`src/rtl/sbi_pkg.sv`:
```
// Shared constants for the pipelined system bus master and slave ends.
package sbi_pkg;

  // Bus widths.
  localparam int ADDR_W = 32; // System address width.
  localparam int DATA_W = 32; // Read and write data width.

  // Transfer type codes.
  localparam logic [1:0] TRANS_IDLE = 2'h0; // No transfer wanted.
  localparam logic [1:0] TRANS_BUSY = 2'h1; // Master pauses inside a burst.
  localparam logic [1:0] TRANS_NONSEQ = 2'h2; // First or single transfer.
  localparam logic [1:0] TRANS_SEQ = 2'h3; // Following beat of a burst.
  localparam int TRANS_ACTIVE_BIT = 1; // High for NONSEQ and SEQ.

  // Transfer size codes, byte up to 1024 bits.
  localparam logic [2:0] SIZE_BYTE = 3'h0; // 8 bits.
  localparam logic [2:0] SIZE_HALF = 3'h1; // 16 bits.
  localparam logic [2:0] SIZE_WORD = 3'h2; // 32 bits.
  localparam logic [2:0] SIZE_1024 = 3'h7; // Widest code, 1024 bits.

  // Burst codes.
  localparam logic [2:0] BURST_SINGLE = 3'h0; // Single transfer.
  localparam logic [2:0] BURST_INCR = 3'h1; // Incrementing, open length.
  localparam logic [2:0] BURST_WRAP4 = 3'h2; // Four beats, wrapping.
  localparam logic [2:0] BURST_INCR4 = 3'h3; // Four beats, incrementing.
  localparam logic [2:0] BURST_WRAP8 = 3'h4; // Eight beats, wrapping.
  localparam logic [2:0] BURST_INCR8 = 3'h5; // Eight beats, incrementing.
  localparam logic [2:0] BURST_WRAP16 = 3'h6; // Sixteen beats, wrapping.
  localparam logic [2:0] BURST_INCR16 = 3'h7; // Sixteen beats, incrementing.

  // Protection field bit positions.
  localparam int PROT_DATA_BIT = 0; // High for data, low for opcode fetch.
  localparam int PROT_PRIV_BIT = 1; // High for privileged access.
  localparam int PROT_BUF_BIT = 2; // High when bufferable.
  localparam int PROT_CACHE_BIT = 3; // High when cacheable.

  // Response codes.
  localparam logic [1:0] RESP_OKAY = 2'h0; // Transfer fine.
  localparam logic [1:0] RESP_ERROR = 2'h1; // Transfer failed.
  localparam logic [1:0] RESP_RETRY = 2'h2; // Master should try again.
  localparam logic [1:0] RESP_SPLIT = 2'h3; // Transfer split off.

  // Slave memory and decode.
  localparam int MEM_WORDS = 16; // Words held by the slave.
  localparam int IDX_W = 4; // Word index width.
  localparam int IDX_LSB = 2; // Lowest address bit of the word index.
  localparam int LANE_W = 2; // Byte lane address bits.
  localparam logic [31:0] SLAVE_BASE = 32'h0000_0000; // Slave base address.
  localparam logic [31:0] SLAVE_MASK = 32'hffff_ffc0; // Bits compared by decode.
  localparam logic [1:0] WAIT_STATES = 2'h1; // Extra cycles per good transfer.
  localparam logic [3:0] LANE_ALL = 4'hf; // All four byte lanes.
  localparam logic [3:0] LANE_HALF = 4'h3; // Low halfword lanes.
  localparam logic [3:0] LANE_BYTE = 4'h1; // Lowest byte lane.

endpackage : sbi_pkg

```
`src/rtl/sbi_if.sv`:
```
// Bus wiring between one master end and one slave end, with the address decoder.
`timescale 1ns/10ps
interface sbi_if;

  logic [31:0] haddr; // Address from master.
  logic [1:0] htrans; // Transfer type from master.
  logic hwrite; // High for write.
  logic [2:0] hsize; // Transfer size.
  logic [2:0] hburst; // Burst type.
  logic [3:0] hprot; // Protection field.
  logic [31:0] hwdata; // Write data bus.
  logic hsel; // Slave select from decoder.
  logic [31:0] hrdata; // Read data bus.
  logic hready_out; // Ready driven by the slave.
  logic hready; // Ready as seen on the bus.
  logic [1:0] hresp; // Slave response.

  // The decoder is a pure combinational compare of the address.
  assign hsel = ((haddr & sbi_pkg::SLAVE_MASK) == sbi_pkg::SLAVE_BASE);

  // With a single slave the bus ready is that slave's ready.
  assign hready = hready_out;

  modport master (
    output haddr,
    output htrans,
    output hwrite,
    output hsize,
    output hburst,
    output hprot,
    output hwdata,
    input hrdata,
    input hready,
    input hresp
  );

  modport slave (
    input haddr,
    input htrans,
    input hwrite,
    input hsize,
    input hburst,
    input hprot,
    input hwdata,
    input hsel,
    input hready,
    output hrdata,
    output hready_out,
    output hresp
  );

endinterface : sbi_if

```
`src/rtl/sbi_slave.sv`:
```
// Slave end: a small word memory behind the bus, with wait states and error answers.
//
// Summary of operation
// - All bus signals timed on clock rising edge.
// - Reset active low; no other signal is.
// - Master drives a 32-bit address.
// - Two-bit type: nonseq, seq, idle, busy.
// - Direction high writes, low reads.
// - Three-bit size: byte, halfword, word.
// - Size codes reach up to 1024 bits.
// - Three-bit burst field, 4/8/16, incr/wrap.
// - Protection marks fetch/data and privileged/user.
// - MMU masters add cacheable and bufferable.
// - Write data on its own bus.
// - Selected slave returns read data.
// - Data buses at least 32 bits.
// - Each slave select decoded combinationally from address.
// - Slave raises ready when transfer completes.
// - Slave holds ready low to stretch transfers.
// - Slave has ready as input and output.
// - Two-bit response: okay, error, retry, split.
// - Arbitration lines are point-to-point, suffixed per master.
`timescale 1ns/10ps
module sbi_slave (
  input wire logic clk, // Bus clock, rising edge only.
  input wire logic rst_n, // Active low reset.
  sbi_if.slave bus, // Bus side.
  output logic wr_strobe, // One-cycle pulse when a write lands.
  output logic [3:0] wr_index, // Word index of the landed write.
  output logic [31:0] wr_word, // Word content after the write.
  output logic [31:0] xfer_count // Transfers accepted since reset.
);

  typedef enum logic [1:0] {S_IDLE, S_WAIT, S_ERR} sbi_sstate_e;

  localparam int ONE_W = 32; // Width of the transfer counter.

  sbi_sstate_e st, next_st; // Data-phase state.
  logic [1:0] wait_cnt, next_wait_cnt; // Wait states still to insert.
  logic hready_out, next_hready_out; // Own ready output.
  logic [1:0] hresp, next_hresp; // Own response output.
  logic [31:0] hrdata, next_hrdata; // Own read data output.
  logic pend, next_pend; // A good transfer is in its data phase.
  logic pend_write, next_pend_write; // Direction of that transfer.
  logic [3:0] pend_idx, next_pend_idx; // Word index of that transfer.
  logic [3:0] pend_lanes, next_pend_lanes; // Byte lanes of that transfer.
  logic [31:0] mem [sbi_pkg::MEM_WORDS]; // Storage words.
  logic [31:0] next_mem [sbi_pkg::MEM_WORDS]; // Next storage words.
  logic next_wr_strobe; // Next write pulse.
  logic [3:0] next_wr_index; // Next write index.
  logic [31:0] next_wr_word; // Next written word.
  logic [31:0] next_xfer_count; // Next transfer count.

  // Combinational helpers from the address and data phases.
  logic accept; // Address phase of an active transfer aimed here.
  logic size_ok; // Size fits the 32-bit data path.
  logic [3:0] a_idx; // Word index from the address.
  logic [3:0] a_lanes; // Byte lanes from size and low address bits.
  logic completing; // The pending data phase ends this cycle.
  logic [31:0] merged; // Pending word with write data merged in.

  // Drive the bus from flops only.
  assign bus.hrdata = hrdata;
  assign bus.hready_out = hready_out;
  assign bus.hresp = hresp;

  // Lane selection: the low address bits pick which bytes a narrow write touches.
  function automatic logic [3:0] sbi_lanes(input logic [2:0] size, input logic [1:0] lo);
    logic [3:0] l;
    l = sbi_pkg::LANE_ALL;
    case (size)
      sbi_pkg::SIZE_BYTE: l = sbi_pkg::LANE_BYTE << lo;
      sbi_pkg::SIZE_HALF: l = sbi_pkg::LANE_HALF << {lo[1], 1'b0};
      default: l = sbi_pkg::LANE_ALL;
    endcase
    return l;
  endfunction : sbi_lanes

  // Address phase decode. A transfer counts only when this slave is selected,
  // the bus is ready and the type is nonsequential or sequential; idle and busy
  // get a plain zero-wait okay and touch nothing.
  always_comb begin
    accept = bus.hsel && bus.hready && bus.htrans[sbi_pkg::TRANS_ACTIVE_BIT];
    size_ok = (bus.hsize <= sbi_pkg::SIZE_WORD);
    a_idx = bus.haddr[sbi_pkg::IDX_LSB +: sbi_pkg::IDX_W];
    a_lanes = sbi_lanes(bus.hsize, bus.haddr[sbi_pkg::LANE_W-1:0]);
    completing = pend && hready_out;
    merged = mem[pend_idx];
    for (int b = 0; b < 4; b++) begin
      if (pend_lanes[b]) begin
        merged[8*b +: 8] = bus.hwdata[8*b +: 8];
      end
    end
  end

  // Next-state logic for the data phase, the storage and the user outputs.
  // With WAIT_STATES at zero, a read that follows a write to the same word is forwarded from the merged
  // value, because the storage only updates at the edge where both meet.
  always_comb begin
    next_st = st;
    next_wait_cnt = wait_cnt;
    next_hready_out = 1'b1;
    next_hresp = sbi_pkg::RESP_OKAY;
    next_hrdata = hrdata;
    next_pend = pend;
    next_pend_write = pend_write;
    next_pend_idx = pend_idx;
    next_pend_lanes = pend_lanes;
    next_mem = mem;
    next_wr_strobe = 1'b0;
    next_wr_index = wr_index;
    next_wr_word = wr_word;
    next_xfer_count = xfer_count;
    // A write lands at the edge that ends its data phase.
    if (completing) begin
      next_pend = 1'b0;
      if (pend_write) begin
        next_mem[pend_idx] = merged;
        next_wr_strobe = 1'b1;
        next_wr_index = pend_idx;
        next_wr_word = merged;
      end
    end
    case (st)
      S_IDLE: begin
        if (accept) begin
          next_xfer_count = xfer_count + ONE_W'(1);
          if (!size_ok) begin
            // Too wide for this data path: first error cycle with ready low.
            next_st = S_ERR;
            next_hready_out = 1'b0;
            next_hresp = sbi_pkg::RESP_ERROR;
          end else begin
            next_pend = 1'b1;
            next_pend_write = bus.hwrite;
            next_pend_idx = a_idx;
            next_pend_lanes = a_lanes;
            if (sbi_pkg::WAIT_STATES == 2'h0) begin
              // Zero wait: read data is ready in the very next cycle.
              if (!bus.hwrite) begin
                next_hrdata = (completing && pend_write && pend_idx == a_idx) ?
                  merged : mem[a_idx];
              end
            end else begin
              // Stretch the data phase by the wait-state count.
              next_st = S_WAIT;
              next_wait_cnt = sbi_pkg::WAIT_STATES - 2'h1;
              next_hready_out = 1'b0;
            end
          end
        end
      end
      S_WAIT: begin
        if (wait_cnt == 2'h0) begin
          // Last wait cycle; raise ready and present read data.
          next_st = S_IDLE;
          next_hready_out = 1'b1;
          if (!pend_write) begin
            next_hrdata = mem[pend_idx];
          end
        end else begin
          next_wait_cnt = wait_cnt - 2'h1;
          next_hready_out = 1'b0;
        end
      end
      S_ERR: begin
        // Second error cycle: ready high with the error still shown.
        next_st = S_IDLE;
        next_hready_out = 1'b1;
        next_hresp = sbi_pkg::RESP_ERROR;
      end
      default: begin
        next_st = S_IDLE;
      end
    endcase
  end

  // Control registers; only the reset is active low.
  always_ff @(posedge clk or negedge rst_n) begin
    if (!rst_n) begin
      st <= S_IDLE;
      wait_cnt <= 2'h0;
      hready_out <= 1'b1;
      hresp <= sbi_pkg::RESP_OKAY;
      hrdata <= 32'h0000_0000;
      pend <= 1'b0;
      pend_write <= 1'b0;
      pend_idx <= 4'h0;
      pend_lanes <= 4'h0;
      wr_strobe <= 1'b0;
      wr_index <= 4'h0;
      wr_word <= 32'h0000_0000;
      xfer_count <= 32'h0000_0000;
    end else begin
      st <= next_st;
      wait_cnt <= next_wait_cnt;
      hready_out <= next_hready_out;
      hresp <= next_hresp;
      hrdata <= next_hrdata;
      pend <= next_pend;
      pend_write <= next_pend_write;
      pend_idx <= next_pend_idx;
      pend_lanes <= next_pend_lanes;
      wr_strobe <= next_wr_strobe;
      wr_index <= next_wr_index;
      wr_word <= next_wr_word;
      xfer_count <= next_xfer_count;
    end
  end

  // Storage words are cleared at reset so reads are defined from the start.
  always_ff @(posedge clk or negedge rst_n) begin
    if (!rst_n) begin
      for (int i = 0; i < sbi_pkg::MEM_WORDS; i++) begin
        mem[i] <= 32'h0000_0000;
      end
    end else begin
      mem <= next_mem;
    end
  end

  // The arbitration lines are not carried by this single-master wiring, so
  // nothing here depends on their naming. Protection and burst inputs are
  // accepted but do not change how this memory answers.

endmodule : sbi_slave

```
`src/flat_wrapper.sv`:
```
// flat-port wrapper written by rule: the top's interface ports become plain ports
module sbi_slave_flat 
  (clk, rst_n, wr_strobe, wr_index, wr_word, xfer_count, bus_haddr, bus_htrans, bus_hwrite, bus_hsize, bus_hburst, bus_hprot, bus_hwdata, bus_hrdata, bus_hready_out, bus_hresp);
  sbi_if bus_i ();
  input wire logic clk;
  input wire logic rst_n;
  output logic wr_strobe;
  output logic [3:0] wr_index;
  output logic [31:0] wr_word;
  output logic [31:0] xfer_count;
  input wire logic [$bits(bus_i.haddr)-1:0] bus_haddr;
  input wire logic [$bits(bus_i.htrans)-1:0] bus_htrans;
  input wire logic [$bits(bus_i.hwrite)-1:0] bus_hwrite;
  input wire logic [$bits(bus_i.hsize)-1:0] bus_hsize;
  input wire logic [$bits(bus_i.hburst)-1:0] bus_hburst;
  input wire logic [$bits(bus_i.hprot)-1:0] bus_hprot;
  input wire logic [$bits(bus_i.hwdata)-1:0] bus_hwdata;
  output wire logic [$bits(bus_i.hrdata)-1:0] bus_hrdata;
  output wire logic [$bits(bus_i.hready_out)-1:0] bus_hready_out;
  output wire logic [$bits(bus_i.hresp)-1:0] bus_hresp;
  assign bus_i.haddr = bus_haddr;
  assign bus_i.htrans = bus_htrans;
  assign bus_i.hwrite = bus_hwrite;
  assign bus_i.hsize = bus_hsize;
  assign bus_i.hburst = bus_hburst;
  assign bus_i.hprot = bus_hprot;
  assign bus_i.hwdata = bus_hwdata;
  assign bus_hrdata = bus_i.hrdata;
  assign bus_hready_out = bus_i.hready_out;
  assign bus_hresp = bus_i.hresp;
  sbi_slave u_core (.clk(clk), .rst_n(rst_n), .bus(bus_i), .wr_strobe(wr_strobe), .wr_index(wr_index), .wr_word(wr_word), .xfer_count(xfer_count));
endmodule
```
`config.mk`:
```
export PLATFORM = sky130hd
export DESIGN_NAME = sbi_slave_flat
export DESIGN_NICKNAME = d
export VERILOG_FILES = /design/src/rtl/sbi_pkg.sv /design/src/rtl/sbi_if.sv /design/src/rtl/sbi_slave.sv /design/src/flat_wrapper.sv
export SDC_FILE = /design/constraint.sdc
export NUM_CORES = 1
export LEC_CHECK = 0
export BUFFER_PORTS_ARGS = -buffer_cell sky130_fd_sc_hd__buf_2
export CAP_MARGIN = 0
export CORE_MARGIN = 1.5
export CORE_UTILIZATION = 55
export CTS_CLUSTER_DIAMETER = 30
export DETAILED_ROUTE_END_ITERATION = 7
export PLACE_DENSITY = 0.85
export SLEW_MARGIN = 10
export SYNTH_ARGS = -nofsm -noshare
export SYNTH_HDL_FRONTEND = slang
export SYNTH_SLANG_ARGS = --single-unit
```
`constraint.sdc`:
```
create_clock -name clk -period 2.5 [get_ports clk]
set_clock_uncertainty 0.05 [all_clocks]
set_input_delay 0.125 -clock clk [delete_from_list [all_inputs] [get_ports clk]]
set_output_delay 0.125 -clock clk [all_outputs]
set_load 0.01 [all_outputs]
```
==> impl_metrics.yaml <==
setup_path:
  crit_chain: "buf_12, buf_16, mux4_2, nand2_1, nand2_2, o21ai_0, o21ai_0"
  critPathMaxStageDelay_ns: 0.52
  r2r_end: "u_core.bus.hrdata[13]"
  reg2reg_depth: 7
  cp_max_fo: 12
  path_common_cell: "o21ai_0"
  r2r_start: "u_core.pend_idx[2]"
  setup.worst_path.end_class: "flop"
  startpoint_type: "flop"
  path_class: "flop to flop"
  cp_slowest_cell: "dfrtp_4"
  crit_arrival_ns: 3.16
  cp_data_required_time_ns: 2.86
  ff2ff_setup_slack_ns: -0.30
pwr:
  power_density_mw_per_mm2: 712.2
  power.internal_mw: 19.99
  power_frac_clock_pct: 59.1
  peakVddDrop_uv: 712.3
  p_comb_share_pct: 1.5
  swShare_pct: 22.69
  p_leak_nw: 13.14
  share_seq_of_total_power_pct: 39.4
  total_power_mw: 25.86
  switchingPower_mw: 5.868
cells_and_area:
  syn_to_final_growth_pct: 26.38
  post-route-cell-area_mm2: 0.03630
  fin_nets: 2931
  layout-drive-gt1-share_pct: 32.88
  fin_util_pct: 70.48
  n_fill_cell: 2873
routing:
  first_pass_iters: 8
  drcViolationCount: 0
  drtIter0Drc: 3481
  final_antenna_net_count: 0
  vias: 24350
  wl_mm: 96.01
  drt-wirelength-per-cell_um: 26.49
  vias_per_cell: 6.716
synthesis:
  synth.area.top_cells: "dfrtp_1 (55%), mux4_2 (10%), nor2_1 (7.9%)"
  syn_inst: 2556
  synth_flop_cell: "dfrtp_1"
  ys.warnings.count: 0
  ys_seq_area_share_pct: 54.80
  synth_area_mm2: 0.02873
  synth_commonest_cells: "dfrtp_1 (628), nor2_1 (603), a21oi_1 (346), a21oi_2 (200), nand2_1 (145)"
  ys_ff_latch: 629
  synth_most_common_cell: "dfrtp_1"
  synth_async_sr_flop_share_pct: 100.0
  synth_area_leader_cell: "dfrtp_1"
  synth_edf_count: 0
  netlist.area_leader.share_pct: 54.70
  syn_nets: 2637
  synth.distinct_cells: 46
  avgSynthCellArea_um2: 11.24
sta:
  fin_ws_ns: -0.2969
  layout_min_cycle_time_ns: 2.797
  hold_violations: 1
  setup_viol: 201
  rsz0062_at_grt: "yes"
  hold_slack_ns: -0.02159
  fin_crit_sh_pct: 111.9
  worstMarginPinSlew_ns: 1.182
  slew_viol_final: 0
  fmaxAchievable_mhz: 357.5
  slew_headroom_pct: 21.09
cts:
  cts_max_level: 3
  cts_tree: "built"
  cts_buffers: 110
  clock-sinks: 629
  cts.reportedPaths.clkPinSlew_ns: 0.06
  cts_root_buf: "clkbuf_16"
  clk_latency_ns: 0.67
  max-clock-path-buffers: 3
placed_design:
  gp_congestion: 0.8055
  place_area_mm2: 0.03137
  hpwlAfterDp_mm: 45.66
  port_buffers: 173
  dp_worst_setup_slack_ns: 0.03633
die:
  die_h_um: 231.5
  row_count: 83
  coreArea_mm2: 0.05151
  start_util_pct: 55.77
  die-width_um: 231.5
  io_pins: 183
  dieArea_mm2: 0.05361
hold_path:
  hp-class: "input port to asynchronous set/reset pin"
global_route:
  overflow: 0
  grt_pass1_wl_mm: 138.1
  antenna_found_initial: 4
  grt_max_degree: 85
  grt_pass1_vias: 25080
  grt_usage_pct: 33.44
flow_run:
  drv_cap: 0
run_status:
  violations: "negative hold slack, negative setup slack"
  status: "finished with violations"
==> registers in the layout, indices dropped and copies added, names as in the netlist, 2 cells and up <==
name and flops:
u_core.xfer_count 32, u_core.pend_idx 4, u_core.bus.hrdata 32, u_core.st 2, u_core.mem 512, u_core.wr_index 4, u_core.pend_lanes 4, u_core.wait_cnt 2
u_core.wr_word 32
==> worst max path at each step <==
| stage | start | to | cells after the start |
|---|---|---|---|
| floorplan | u_core.pend_idx[2] | u_core.mem[108] | 9 |
| global placement | u_core.pend_idx[2] | u_core.mem[405] | 8 |
| detailed placement | u_core.pend_idx[2] | u_core.mem[405] | 8 |
| CTS | u_core.pend_idx[2] | u_core.mem[318] | 9 |
| global route | u_core.pend_idx[2] | u_core.bus.hrdata[13] | 7 |
| finish | u_core.pend_idx[2] | u_core.bus.hrdata[13] | 7 |
==> per-stage QoR <==
stage,TNS [ns],std cells,hold slack (ns)
6_report,-14.98,3625,-0.02159
5_1_grt,-30.54,3624,0.04602
4_1_cts,-0.004647,3592,0.02147
3_5_place_dp,0,3336,0.1065
3_3_place_gp,0,3336,0.08977
2_1_floorplan,0,2556,-0.2206
==> power groups by stage <==
stage	clock network [mW]	logic, mW	registers (mW)
floorplan	0	0.0101	10.4
global placement	0	0.315	10.4
detailed placement	0	0.327	10.4
CTS	15.2	0.390	10.2
global route	15.7	0.433	10.2
finish	15.3	0.386	10.2
==> area by class of cell <==
type | instances | area, um2 | share of cell area, %
Sequential cell | 629 | 15750 | 43.39
Timing Repair Buffer | 388 | 3716 | 10.24
Antenna cell | 1 | 2.502 | 0.006893
Tap cell | 680 | 850.8 | 2.344
Multi-Input combinational cell | 1715 | 12180 | 33.55
Clock inverter | 68 | 718.2 | 1.978
Inverter | 6 | 22.52 | 0.06203
Clock buffer | 138 | 3062 | 8.433
==> routing by layer <==
layer / GRT usage, % / vias to the layer above / share of wire (%)
met4: 22.40 / 2 / 8.1
met5: 0 / - / 0.011
met3: 8.132 / 740 / 13
li1: - / 9499 / -
met2: 54.08 / 2223 / 47
met1: 39.88 / 11880 / 33
==> kinds of logic after synthesis <==
logic type,after synthesis,synth area share [%]
DFF,629,54.80
muxes,170,11.54
AOI/OAI and AO/OA,655,16.46
buffers and inverters,212,3.946
other,1,0.01305
xor gates and xnor gates,31,0.9451
adders and majority gates,2,0.08709
and+or+nand+nor,856,12.21
==> timing repair <==
item	4_1_cts	5_1_grt
resized for setup	7	53
setup endpoints to repair	67	424
cloned	0	8
buffers inserted	1	24
pin swaps	0	6
endpoints found under the hold margin	775	0
hold buffers	49	0
==> worst max-delay path, delay by kind of cell (launching register included) <==
kind / cells / cell delay (ns)
compound gates: 2 / 0.85
flops: 1 / 0.52
mux: 1 / 0.52
buf+inv: 2 / 0.35
simple gates: 2 / 0.23
==> cell usage in the layout (no fill, tap or decap), types with 73 or more instances in the layout <==
master     count
dfrtp_1      624
nor2_1       584
a21oi_1      341
a21oi_2      205
buf_2        172
nand2_1      138
mux4_2       128
clkbuf_16    121
buf_4         77
buf_12        73
(Power assumes the default switching activity.)
